**config.mk**
```make
export PLATFORM = sky130hd
export DESIGN_NAME = monitor_pin_config
export DESIGN_NICKNAME = d
export VERILOG_FILES = /design/src/verilog/monitor_pin_pkg.sv /design/src/verilog/monitor_pin_config.sv
export SDC_FILE = /design/constraint.sdc
export NUM_CORES = 1
export LEC_CHECK = 0
export BUFFER_PORTS_ARGS = -buffer_cell sky130_fd_sc_hd__buf_2
export CAP_MARGIN = 25
export CORE_ASPECT_RATIO = 1.4
export CORE_MARGIN = 4
export CORE_UTILIZATION = 40
export CTS_CLUSTER_DIAMETER = 150
export DETAILED_ROUTE_END_ITERATION = 10
export MAX_ROUTING_LAYER = met4
export PLACE_DENSITY_LB_ADDON = 0.25
export REMOVE_ABC_BUFFERS = 1
export SLEW_MARGIN = 20
export SYNTH_ARGS = -nofsm -noshare
export SYNTH_HDL_FRONTEND = slang
export SYNTH_SLANG_ARGS = --single-unit
```
**constraint.sdc**
```tcl
create_clock -name clk -period 1.4 [get_ports clk]
set_clock_uncertainty 0.15 [all_clocks]
set_input_delay 0.21 -clock clk [delete_from_list [all_inputs] [get_ports clk]]
set_output_delay 0.21 -clock clk [all_outputs]
set_load 0.03 [all_outputs]
```
**src/verilog/monitor_pin_pkg.sv**
```systemverilog
package monitor_pin_pkg;
	localparam int          ADDR_W           = 8;
	localparam int          DATA_W           = 8;
	// Register offsets
	localparam logic [7:0]  PIN_C_ADDR       = 8'h12;
	localparam logic [7:0]  PIN_D_ADDR       = 8'h13;
	localparam logic [7:0]  QUICK_ADDR       = 8'h14;
	localparam logic [7:0]  DRIVE_CHAN_ADDR  = 8'h16;
	// Reset values
	localparam logic [7:0]  PIN_C_RESET      = 8'h42;
	localparam logic [7:0]  PIN_D_RESET      = 8'hfc;
	localparam logic [7:0]  QUICK_RESET      = 8'h01;
	localparam logic [7:0]  DRIVE_CHAN_RESET = 8'h00;
	// Writable bits; the rest are reserved and read as zero
	localparam logic [7:0]  PIN_C_WMASK      = 8'hfe;
	localparam logic [7:0]  PIN_D_WMASK      = 8'hfc;
	localparam logic [7:0]  QUICK_WMASK      = 8'h1f;
	localparam logic [7:0]  DRIVE_CHAN_WMASK = 8'hff;
	// Field positions, pin function select c
	localparam int          INTRUSION_BIT    = 1;
	localparam int          PIN26_LSB        = 2;
	localparam int          PIN25_LSB        = 4;
	localparam int          PIN24_LSB        = 6;
	// Field positions, pin function select d
	localparam int          PIN32_BIT        = 2;
	localparam int          PIN31_BIT        = 3;
	localparam int          PIN29_LSB        = 4;
	localparam int          PIN28_LSB        = 6;
	// Field positions, quick setup and drive/channel control
	localparam int          QUICK_LSB        = 0;
	localparam int          QUICK_W          = 5;
	localparam int          DRIVE_A_BIT      = 0;
	localparam int          DRIVE_B_BIT      = 1;
	localparam int          SINGLE_BIT       = 2;
	localparam int          CHAN_LSB         = 3;
	localparam int          CHAN_W           = 5;
	// Two-bit pin field codes
	localparam logic [1:0]  SEL_00           = 2'h0;
	localparam logic [1:0]  SEL_01           = 2'h1;
	// Single conversion channel codes
	localparam logic [4:0]  CH_PIN26         = 5'h00;
	localparam logic [4:0]  CH_REMOTE1       = 5'h01;
	localparam logic [4:0]  CH_REMOTE2       = 5'h02;
	localparam logic [4:0]  CH_REMOTE3       = 5'h03;
	localparam logic [4:0]  CH_LOCAL         = 5'h04;
	localparam logic [4:0]  CH_FIRST_VOLT    = 5'h05;
	localparam logic [4:0]  CH_1V5_A         = 5'h10;
	localparam logic [4:0]  CH_1V5_B         = 5'h11;
endpackage

```
**src/verilog/monitor_pin_config.sv**
```systemverilog
// Summary of operation
// RULE_01: Bit 1 of select c: clear gives fan full-speed out, set gives intrusion.
// RULE_02: Pin 26 field: zero battery, one 1.2 V rail, else regulator-hot b.
// RULE_03: Pin 25 field: 00 3.3 V, 01 1.2 V rail, 10/11 regulator-hot a.
// RULE_04: Pin 24 field: core voltage b, 2.5 V default, 1.8 V, 1.5 V.
// RULE_05: Pin 32 bit: general io six or fan drive b; voltage-ID bit five.
// RULE_06: Pin 31 bit: general io five or fan drive a; voltage-ID bit four.
// RULE_07: Pin 29 field: io eight, 1.5 V pair, or thermal alarm b.
// RULE_08: Pin 28 field: io seven, 1.5 V pair, or thermal alarm a.
// RULE_09: 1.5 V monitoring only when both paired fields select it.
// RULE_10: Quick setup bits 0..4 enable options one to five; upper bits reserved.
// RULE_11: Control bits 0 and 1 enable special drive on io five and six.
// RULE_12: Control bit 2 restricts conversion to the selected single channel.
// RULE_13: Channel codes 0..4: pin 26, remote 1..3, local temperature.
// RULE_14: Codes from 00101 are voltages; 10000 and 10001 the 1.5 V channels.
// RULE_15: Reset to default values by power-on and soft reset; lock blocks writes.
// RULE_16: Bit 0 of select c and bits 1:0 of select d are reserved.
// RULE_17: Voltage-ID enable overrides the pin functions of shared pins.
// RULE_18: Reserved bits ignore writes and read back as zero.
//
// The plain strobed port is this design's own decision.
`timescale 1ns/1ps
module monitor_pin_config
	import monitor_pin_pkg::*;
(
	input  wire logic              clk,
	input  wire logic              reset_n,
	input  wire logic              soft_reset,
	input  wire logic              reg_lock,
	input  wire logic              voltage_id_enable,
	input  wire logic [ADDR_W-1:0] addr,
	input  wire logic [DATA_W-1:0] wdata,
	input  wire logic              wr_strobe,
	input  wire logic              rd_strobe,
	output logic      [DATA_W-1:0] rdata,
	output logic                   fan_full_speed_out_sel,
	output logic                   chassis_intrusion_sel,
	output logic                   battery_voltage_in_sel,
	output logic                   rail_1v2_b_sel,
	output logic                   regulator_hot_in_b_sel,
	output logic                   monitor_3v3_sel,
	output logic                   rail_1v2_a_sel,
	output logic                   regulator_hot_in_a_sel,
	output logic      [3:0]        pin24_voltage_sel,
	output logic                   general_io_six_sel,
	output logic                   fan_drive_out_b_sel,
	output logic                   voltage_id_bit_five_sel,
	output logic                   general_io_five_sel,
	output logic                   fan_drive_out_a_sel,
	output logic                   voltage_id_bit_four_sel,
	output logic                   general_io_eight_sel,
	output logic                   thermal_alarm_b_sel,
	output logic                   general_io_seven_sel,
	output logic                   thermal_alarm_a_sel,
	output logic                   voltage_id_bit_six_sel,
	output logic                   monitor_1v5_active,
	output logic                   pair_conflict,
	output logic      [QUICK_W-1:0] quick_option_en,
	output logic                   special_drive_enable_a,
	output logic                   special_drive_enable_b,
	output logic                   single_channel_mode,
	output logic      [CHAN_W-1:0] conv_channel,
	output logic                   conv_channel_voltage,
	output logic                   conv_channel_valid
);

	typedef struct packed {
		logic [7:0]         pin_c;
		logic [7:0]         pin_d;
		logic [7:0]         quick;
		logic [7:0]         drive_chan;
		logic [7:0]         rdata;
		logic               fan_full;
		logic               intrusion;
		logic               batt;
		logic               rail_b;
		logic               vrhot_b;
		logic               mon_3v3;
		logic               rail_a;
		logic               vrhot_a;
		logic [3:0]         pin24;
		logic               io6;
		logic               drive_b;
		logic               voltage_id_bit_five;
		logic               io5;
		logic               drive_a;
		logic               voltage_id_bit_four;
		logic               io8;
		logic               therm_b;
		logic               io7;
		logic               therm_a;
		logic               voltage_id_bit_six;
		logic               mon_1v5;
		logic               conflict;
		logic [QUICK_W-1:0] easy;
		logic               edo_a;
		logic               edo_b;
		logic               single;
		logic [CHAN_W-1:0]  chan;
		logic               chan_volt;
		logic               chan_ok;
	} state_s;

	state_s state_q;
	state_s state_d;

	logic       wr_ok;
	logic [1:0] f26;
	logic [1:0] f25;
	logic [1:0] f24;
	logic [1:0] f29;
	logic [1:0] f28;

	always_comb
	begin
		state_d = state_q;
		// A locked register file still answers reads
		wr_ok = wr_strobe && !reg_lock;
		// RULE_15: reset and lock
		if (soft_reset)
		begin
			state_d.pin_c      = PIN_C_RESET;
			state_d.pin_d      = PIN_D_RESET;
			state_d.quick      = QUICK_RESET;
			state_d.drive_chan = DRIVE_CHAN_RESET;
		end
		else if (wr_ok)
		begin
			// RULE_16: reserved bits held
			// RULE_18: reserved bits masked
			unique case (addr)
				PIN_C_ADDR:      state_d.pin_c      = wdata & PIN_C_WMASK;
				PIN_D_ADDR:      state_d.pin_d      = wdata & PIN_D_WMASK;
				QUICK_ADDR:      state_d.quick      = wdata & QUICK_WMASK;
				DRIVE_CHAN_ADDR: state_d.drive_chan = wdata & DRIVE_CHAN_WMASK;
				default:         ;
			endcase
		end
		// Read data stand for one cycle only; unmapped offsets read zero
		state_d.rdata = '0;
		if (rd_strobe)
		begin
			unique case (addr)
				PIN_C_ADDR:      state_d.rdata = state_q.pin_c;
				PIN_D_ADDR:      state_d.rdata = state_q.pin_d;
				QUICK_ADDR:      state_d.rdata = state_q.quick;
				DRIVE_CHAN_ADDR: state_d.rdata = state_q.drive_chan;
				default:         state_d.rdata = '0;
			endcase
		end
		// Decode from the next register values so the selects track writes
		f26 = state_d.pin_c[PIN26_LSB +: 2];
		f25 = state_d.pin_c[PIN25_LSB +: 2];
		f24 = state_d.pin_c[PIN24_LSB +: 2];
		f29 = state_d.pin_d[PIN29_LSB +: 2];
		f28 = state_d.pin_d[PIN28_LSB +: 2];
		// RULE_01: fan or intrusion
		state_d.intrusion = state_d.pin_c[INTRUSION_BIT];
		state_d.fan_full  = !state_d.pin_c[INTRUSION_BIT];
		// RULE_02: pin 26 decode
		state_d.batt    = (f26 == SEL_00);
		state_d.rail_b  = (f26 == SEL_01);
		state_d.vrhot_b = f26[1];
		// RULE_03: pin 25 decode
		state_d.mon_3v3 = (f25 == SEL_00);
		state_d.rail_a  = (f25 == SEL_01);
		state_d.vrhot_a = f25[1];
		// RULE_04: pin 24 one-hot
		state_d.pin24 = 4'h1 << f24;
		// RULE_05: pin 32 decode
		state_d.voltage_id_bit_five    = voltage_id_enable;
		state_d.io6     = !voltage_id_enable && !state_d.pin_d[PIN32_BIT];
		state_d.drive_b = !voltage_id_enable && state_d.pin_d[PIN32_BIT];
		// RULE_06: pin 31 decode
		state_d.voltage_id_bit_four    = voltage_id_enable;
		state_d.io5     = !voltage_id_enable && !state_d.pin_d[PIN31_BIT];
		state_d.drive_a = !voltage_id_enable && state_d.pin_d[PIN31_BIT];
		// RULE_09: 1.5 V needs both fields and a free pin 28
		state_d.mon_1v5  = (f29 == SEL_01) && (f28 == SEL_01) && !voltage_id_enable;
		state_d.conflict = ((f29 == SEL_01) || (f28 == SEL_01)) && !state_d.mon_1v5;
		// RULE_07: pin 29 decode
		state_d.io8     = (f29 == SEL_00);
		state_d.therm_b = f29[1];
		// RULE_08: pin 28 decode
		// RULE_17: voltage-ID takes pin 28
		state_d.voltage_id_bit_six    = voltage_id_enable;
		state_d.io7     = !voltage_id_enable && (f28 == SEL_00);
		state_d.therm_a = !voltage_id_enable && f28[1];
		// RULE_10: quick setup options
		state_d.easy = state_d.quick[QUICK_LSB +: QUICK_W];
		// RULE_11: special drive enables
		state_d.edo_a = state_d.drive_chan[DRIVE_A_BIT];
		state_d.edo_b = state_d.drive_chan[DRIVE_B_BIT];
		// RULE_12: single channel mode
		state_d.single = state_d.drive_chan[SINGLE_BIT];
		// RULE_13: channel code
		state_d.chan = state_d.drive_chan[CHAN_LSB +: CHAN_W];
		// RULE_14: voltage channels and top of the code range
		state_d.chan_volt = (state_d.chan >= CH_FIRST_VOLT) && (state_d.chan <= CH_1V5_B);
		state_d.chan_ok   = (state_d.chan <= CH_1V5_B);
	end

	always_ff @(posedge clk or negedge reset_n)
	begin
		if (!reset_n)
		begin
			state_q            <= '0;
			state_q.pin_c      <= PIN_C_RESET;
			state_q.pin_d      <= PIN_D_RESET;
			state_q.quick      <= QUICK_RESET;
			state_q.drive_chan <= DRIVE_CHAN_RESET;
			state_q.intrusion  <= 1'b1;
			state_q.batt       <= 1'b1;
			state_q.mon_3v3    <= 1'b1;
			state_q.pin24      <= 4'h2;
			state_q.drive_b    <= 1'b1;
			state_q.drive_a    <= 1'b1;
			state_q.therm_b    <= 1'b1;
			state_q.therm_a    <= 1'b1;
			state_q.easy       <= 5'h01;
			state_q.chan_ok    <= 1'b1;
		end
		else
		begin
			state_q <= state_d;
		end
	end

	assign rdata                   = state_q.rdata;
	assign fan_full_speed_out_sel  = state_q.fan_full;
	assign chassis_intrusion_sel   = state_q.intrusion;
	assign battery_voltage_in_sel  = state_q.batt;
	assign rail_1v2_b_sel          = state_q.rail_b;
	assign regulator_hot_in_b_sel  = state_q.vrhot_b;
	assign monitor_3v3_sel         = state_q.mon_3v3;
	assign rail_1v2_a_sel          = state_q.rail_a;
	assign regulator_hot_in_a_sel  = state_q.vrhot_a;
	assign pin24_voltage_sel       = state_q.pin24;
	assign general_io_six_sel      = state_q.io6;
	assign fan_drive_out_b_sel     = state_q.drive_b;
	assign voltage_id_bit_five_sel = state_q.voltage_id_bit_five;
	assign general_io_five_sel     = state_q.io5;
	assign fan_drive_out_a_sel     = state_q.drive_a;
	assign voltage_id_bit_four_sel = state_q.voltage_id_bit_four;
	assign general_io_eight_sel    = state_q.io8;
	assign thermal_alarm_b_sel     = state_q.therm_b;
	assign general_io_seven_sel    = state_q.io7;
	assign thermal_alarm_a_sel     = state_q.therm_a;
	assign voltage_id_bit_six_sel  = state_q.voltage_id_bit_six;
	assign monitor_1v5_active      = state_q.mon_1v5;
	assign pair_conflict           = state_q.conflict;
	assign quick_option_en         = state_q.easy;
	assign special_drive_enable_a  = state_q.edo_a;
	assign special_drive_enable_b  = state_q.edo_b;
	assign single_channel_mode     = state_q.single;
	assign conv_channel            = state_q.chan;
	assign conv_channel_voltage    = state_q.chan_volt;
	assign conv_channel_valid      = state_q.chan_ok;

	property p_soft_reset;
		@(posedge clk) disable iff (!reset_n)
		soft_reset |=> state_q.pin_c == PIN_C_RESET && state_q.pin_d == PIN_D_RESET
			&& state_q.quick == QUICK_RESET && state_q.drive_chan == DRIVE_CHAN_RESET;
	endproperty
	a_soft_reset: assert property (p_soft_reset) // RULE_15
		else $error("soft reset did not restore registers");

	property p_lock;
		@(posedge clk) disable iff (!reset_n)
		wr_strobe && reg_lock && !soft_reset |=> $stable(state_q.pin_c)
			&& $stable(state_q.pin_d) && $stable(state_q.quick) && $stable(state_q.drive_chan);
	endproperty
	a_lock: assert property (p_lock) // RULE_15
		else $error("locked write changed a register");

	property p_reserved;
		@(posedge clk) disable iff (!reset_n)
		state_q.pin_c[0] == 1'b0 && state_q.pin_d[1:0] == 2'h0 && state_q.quick[7:5] == 3'h0;
	endproperty
	a_reserved: assert property (p_reserved) // RULE_16
		else $error("reserved bit is not zero");

	property p_read_back;
		@(posedge clk) disable iff (!reset_n)
		rd_strobe && addr == PIN_D_ADDR |=> rdata == $past(state_q.pin_d) && rdata[1:0] == 2'h0;
	endproperty
	a_read_back: assert property (p_read_back) // RULE_18
		else $error("read data wrong for select d");

	property p_read_idle;
		@(posedge clk) disable iff (!reset_n)
		!rd_strobe |=> rdata == 8'h00;
	endproperty
	a_read_idle: assert property (p_read_idle) // RULE_18
		else $error("read data outside read cycle");

	property p_fan_write;
		@(posedge clk) disable iff (!reset_n)
		wr_strobe && !reg_lock && !soft_reset && addr == PIN_C_ADDR && !wdata[1]
			|=> fan_full_speed_out_sel && !chassis_intrusion_sel;
	endproperty
	a_fan_write: assert property (p_fan_write) // RULE_01
		else $error("fan full-speed select not taken");

	property p_vrhot_b;
		@(posedge clk) disable iff (!reset_n)
		state_q.pin_c[3] |-> regulator_hot_in_b_sel && !battery_voltage_in_sel && !rail_1v2_b_sel;
	endproperty
	a_vrhot_b: assert property (p_vrhot_b) // RULE_02
		else $error("pin 26 decode wrong");

	property p_pair;
		@(posedge clk) disable iff (!reset_n)
		monitor_1v5_active |-> state_q.pin_d[5:4] == SEL_01 && state_q.pin_d[7:6] == SEL_01
			&& !thermal_alarm_a_sel && !thermal_alarm_b_sel && !pair_conflict;
	endproperty
	a_pair: assert property (p_pair) // RULE_09
		else $error("1.5 V active without both fields");

	property p_vid;
		@(posedge clk) disable iff (!reset_n)
		voltage_id_enable |=> !general_io_five_sel && !fan_drive_out_a_sel && !general_io_six_sel
			&& !fan_drive_out_b_sel && !thermal_alarm_a_sel && !general_io_seven_sel
			&& voltage_id_bit_four_sel && voltage_id_bit_six_sel;
	endproperty
	a_vid: assert property (p_vid) // RULE_17
		else $error("voltage-ID did not override pins");

	property p_chan_write;
		@(posedge clk) disable iff (!reset_n)
		wr_strobe && !reg_lock && !soft_reset && addr == DRIVE_CHAN_ADDR
			|=> conv_channel == $past(wdata[7:3]) && single_channel_mode == $past(wdata[2]);
	endproperty
	a_chan_write: assert property (p_chan_write) // RULE_13
		else $error("channel select not taken");

	property p_chan_range;
		@(posedge clk) disable iff (!reset_n)
		conv_channel == CH_1V5_B || conv_channel == CH_1V5_A |-> conv_channel_valid
			&& conv_channel_voltage;
	endproperty
	a_chan_range: assert property (p_chan_range) // RULE_14
		else $error("1.5 V channel not valid");

	property p_easy;
		@(posedge clk) disable iff (!reset_n)
		wr_strobe && !reg_lock && !soft_reset && addr == QUICK_ADDR
			|=> quick_option_en == $past(wdata[4:0]);
	endproperty
	a_easy: assert property (p_easy) // RULE_10
		else $error("quick setup options not taken");

endmodule

```
==> impl.org <==
** Logic synthesis
- Sequential elements use 50.3% of the synthesized area.
- Top-area cell type share of the netlist area :: 35.1%
- The cell area that synthesis handed to floorplanning was 2780 µm².
- Largest cells by area after synthesis :: sky130_fd_sc_hd__dfrtp_1, sky130_fd_sc_hd__dfstp_2, sky130_fd_sc_hd__mux2i_1
- Among all flip-flop cells after synthesis, the most frequent one is sky130_fd_sc_hd__dfrtp_1.
- sky130_fd_sc_hd__dfrtp_1 takes more of the synthesized area than any other cell.
- The synthesized netlist contains 41 unique library cells.
- Cells after Synth :: 273
- Register bit count reported by yosys :: 55
- For this run, the number of Yosys warnings is 0.
- Dividing the synthesized area by the synthesized cell count gives 10.2 µm².
- Async set-reset flop share out of synthesis :: 100%
- Number of enable flip-flop cells after synthesis :: 0

** STA
- Worst slew slack as a fraction of its limit :: 78.5%
- Setup tns final :: -0.290 ns
- At the pin with the least slew margin, the transition time is 0.319 ns.
- Timing would allow up to 683 MHz.
- Counting I/O delays and the setup requirement, the final critical path takes 1.46 ns.
- Count of endpoints failing hold in the final timing report :: 0
- Number of pins exceeding their max-slew limit in the final report :: 0
- Setup repair after global routing could not meet its margin everywhere.
- In the post-route analysis, the smallest setup slack over all paths is -0.0637 ns.
- Dividing the final minimum period by the clock period gives 105%.
- Count of final setup violators :: 8

** Clock tree
- Clock input transition at the sequential cells of the worst setup and hold paths :: 0.09 ns
- CTS H-tree depth :: 2
- The tree is rooted in a sky130_fd_sc_hd__clkbuf_8.
- TritonCTS built the clock tree.
- Clock latency on the worst-skew pair :: 0.30 ns
- Counting every sink on the clock net gives 55.
- CTS Buf Count :: 5
- Maximum buffer depth of the clock tree :: 2

** Hold path
- In this run the worst hold path is classified as in -> reg.

** Critical path
- Kind of start point of the critical path :: primary input
- The worst setup path is captured at a flip-flop.
- On the critical path the largest part of the delay comes from simple AND/OR/NAND/NOR gates.
- Traced cell by cell, the critical path runs through buf_6, or3b_4, or4_4, mux2i_1, nor2_1.
- In this run the worst path has a maximum fanout of 5.
- Worst Setup Path Type :: in -> reg
- Maximum single-stage delay on the critical path :: 0.58 ns
- Data arrival time of the critical path :: 1.51 ns
- Required time of the worst setup path :: 1.45 ns
- Buf/Inv on CP :: 1
- Cell at the slowest stage of the critical path :: sky130_fd_sc_hd__or4_4

** Final layout
- Fill cells in the final layout number 605.
- From synthesis to final layout, the design area changed by 34.3%.
- Commonest cells after routing, fill and taps aside :: sky130_fd_sc_hd__buf_2, sky130_fd_sc_hd__buf_4, sky130_fd_sc_hd__dfrtp_1
- Number of antenna repair diodes :: 0
- The finished layout holds 453 standard cells, fillers aside.
- At the end of the flow, the number of nets in the layout was 383.
- Leading cell type in the layout, fill and taps excluded :: sky130_fd_sc_hd__buf_2
- Share of post-route cells with drive strength above 1 :: 46.3%

** Drt
- Average wire per cell in the routed design :: 15.7 µm
- DRC violation count after routing :: 0
- For this block, the initial DRC count from the detailed router was 142.
- Before antenna repair, the detailed router went through 4 iterations.
- The detail route stage leaves a number of antenna-violating nets equal to 0.
- Summed over all layers, the routed wires come to 7130 µm.
- Detailed routing inserted a total of 2,266 vias.
- Using the TritonRoute via totals, the vias-per-cell ratio works out to 5.00.

** Place
- Setup Slack @ Placement :: -0.428 ns
- At the end of routability-driven placement, the weighted congestion stood at 0.779.
- Post-placement cell count :: 437
- IO buf count :: 70
- HPWL reported at the end of detailed placement :: 5110 µm

** Floorplanning
- The die covers 8360 µm².
- The initial utilization of the core area, before any placement, comes to 41.7%.
- Die height :: 107 µm
- In this run the horizontal extent of the chip is 78.4 µm.
- The core region is 6660 µm².
- For this design the top-level I/O count stands at 71.
- Core Rows :: 35

** GRT
- Total GRT Usage :: 18.0%
- Entering global routing, the biggest net connects 56 pins.
- The number of antenna violations at the first check in global routing came to 0.
- The via count of the first global-routing pass came to 2,259.
- Global routing finished with a remaining overflow of 0.
- The first global-routing pass estimated 11,400 µm of wire.

** Pwr
- Of the total power, the share spent switching nets is 23.1%.
- Power dissipated by switching net loads :: 695 µW
- Largest vdd supply drop :: 0.406 mV
- The share of total power dissipated in sequential elements is 53.2%.
- In this run, the clock network consumes 36.0% of the power.
- PwrDens :: 808 nW/µm²
- Leakage :: 0.00188 µW
- Cell internal power was estimated by the tool at 2320 µW.
- In this run, the combinational gates consume 10.8% of the power.

** Flow run
- The tool flagged a number of max-cap violations equal to 0.

** Status
- The checks that failed: setup timing.
- The run finished, with violations left.
-- registers in the layout, indices dropped and copies added, names as in the netlist --
register                cells
state_q                    21
rdata                       8
conv_channel                5
pin24_voltage_sel           4
battery_voltage_in_sel      1
conv_channel_valid          1
conv_channel_voltage        1
fan_drive_out_a_sel         1
fan_drive_out_b_sel         1
fan_full_speed_out_sel      1
general_io_eight_sel        1
general_io_five_sel         1
general_io_seven_sel        1
general_io_six_sel          1
monitor_1v5_active          1
monitor_3v3_sel             1
pair_conflict               1
rail_1v2_a_sel              1
rail_1v2_b_sel              1
thermal_alarm_a_sel         1
voltage_id_bit_six_sel      1
-- layout make-up --
type                       instances  area [µm²]  share of cell area (%)
sequential                        55        1400                    37.5
multi-input combinational        175        1210                    32.4
timing repair buffer             120         882                    23.6
tap                               92         115                    3.09
clock buffer                       6        82.6                    2.21
clock inverter                     2        35.0                   0.939
inverter                           3        11.3                   0.302
-- per-layer routing --
metal,up-vias,track usage [%],part of all wire [%],wire length (µm)
met3,8,2.52,2.9,204
li1,1098,-,-,-
met2,46,31.6,54,3830
met5,-,-,0,0
met1,1114,21.7,42,3030
met4,0,4.75,1.1,75
-- Yosys cell counts, types with 2 or more instances --
cell type                   count
sky130_fd_sc_hd__a211o_1        2
sky130_fd_sc_hd__a211oi_1       3
sky130_fd_sc_hd__a21oi_1       18
sky130_fd_sc_hd__a22oi_1        3
sky130_fd_sc_hd__buf_2          5
sky130_fd_sc_hd__buf_4         24
sky130_fd_sc_hd__clkbuf_1       9
sky130_fd_sc_hd__dfrtp_1       39
sky130_fd_sc_hd__dfstp_2       16
sky130_fd_sc_hd__inv_1          3
sky130_fd_sc_hd__mux2_2         3
sky130_fd_sc_hd__mux2i_1       27
sky130_fd_sc_hd__nand2_1       22
sky130_fd_sc_hd__nand2b_1       4
sky130_fd_sc_hd__nand3_1        8
sky130_fd_sc_hd__nand3b_1       6
sky130_fd_sc_hd__nor2_1        34
sky130_fd_sc_hd__nor2b_1        4
sky130_fd_sc_hd__nor3_1         9
sky130_fd_sc_hd__nor4b_1        2
sky130_fd_sc_hd__o211ai_1       5
sky130_fd_sc_hd__o2bb2ai_1      3
sky130_fd_sc_hd__o31ai_1        2
sky130_fd_sc_hd__or3_1          5
-- power by group through the flow --
stage          Clock [µW]  Combinational [µW]  Sequential (µW)
2_1_floorplan           0                62.1             1650
3_3_place_gp            0                 300             1630
3_5_place_dp            0                 302             1630
4_1_cts              1120                 320             1600
5_1_grt              1190                 353             1600
6_report             1090                 325             1600
-- metrics by stage --
step	hold slack (ns)	area (µm²)	util (%)	total power (µW)
final	0.0271	3730	56.1	3010
after global routing	0.0187	3730	56.1	3150
after CTS	0.0194	3580	53.8	3040
after detailed placement	0.0834	3350	50.4	1930
after global placement	0.0768	3350	50.4	1930
after floorplan	-0.236	2520	-	1720
-- cells by family after synthesis --
group | share of synthesized area, %
compound gates | 9.82
buf+inv | 9.55
flops | 50.3
mux | 10.9
simple gates | 19.4
-- worst paths after layout --
check / from / cells past startpoint / slack (ns) / end
max: reg_lock / 5 / -0.06 / state_q[58]$_DFFE_PN0P_
min: rd_strobe / 2 / 0.03 / rdata[0]$_DFF_PN0_
max reg2reg: state_q[68]$_DFF_PN1_ / 4 / 0 / pair_conflict$_DFF_PN0_
min reg2reg: state_q[78]$_DFF_PN1_ / 2 / 0.40 / state_q[78]$_DFF_PN1_
max in group asynchronous: reset_n / 3 / 0.52 / state_q[66]$_DFF_PN1_
min in group asynchronous: reset_n / 3 / 0.28 / fan_full_speed_out_sel$_DFF_PN0_
-- repair_timing --
item                                    in CTS  in global routing
hold buffers                                 2                  0
endpoints found under the setup margin      18                 34
resized for setup                           18                 40
hold endpoints to repair                    40                  0
pin swaps                                    8                  6
buffers inserted                             1                  5
No activity file was read; power rests on OpenSTA's default activity.
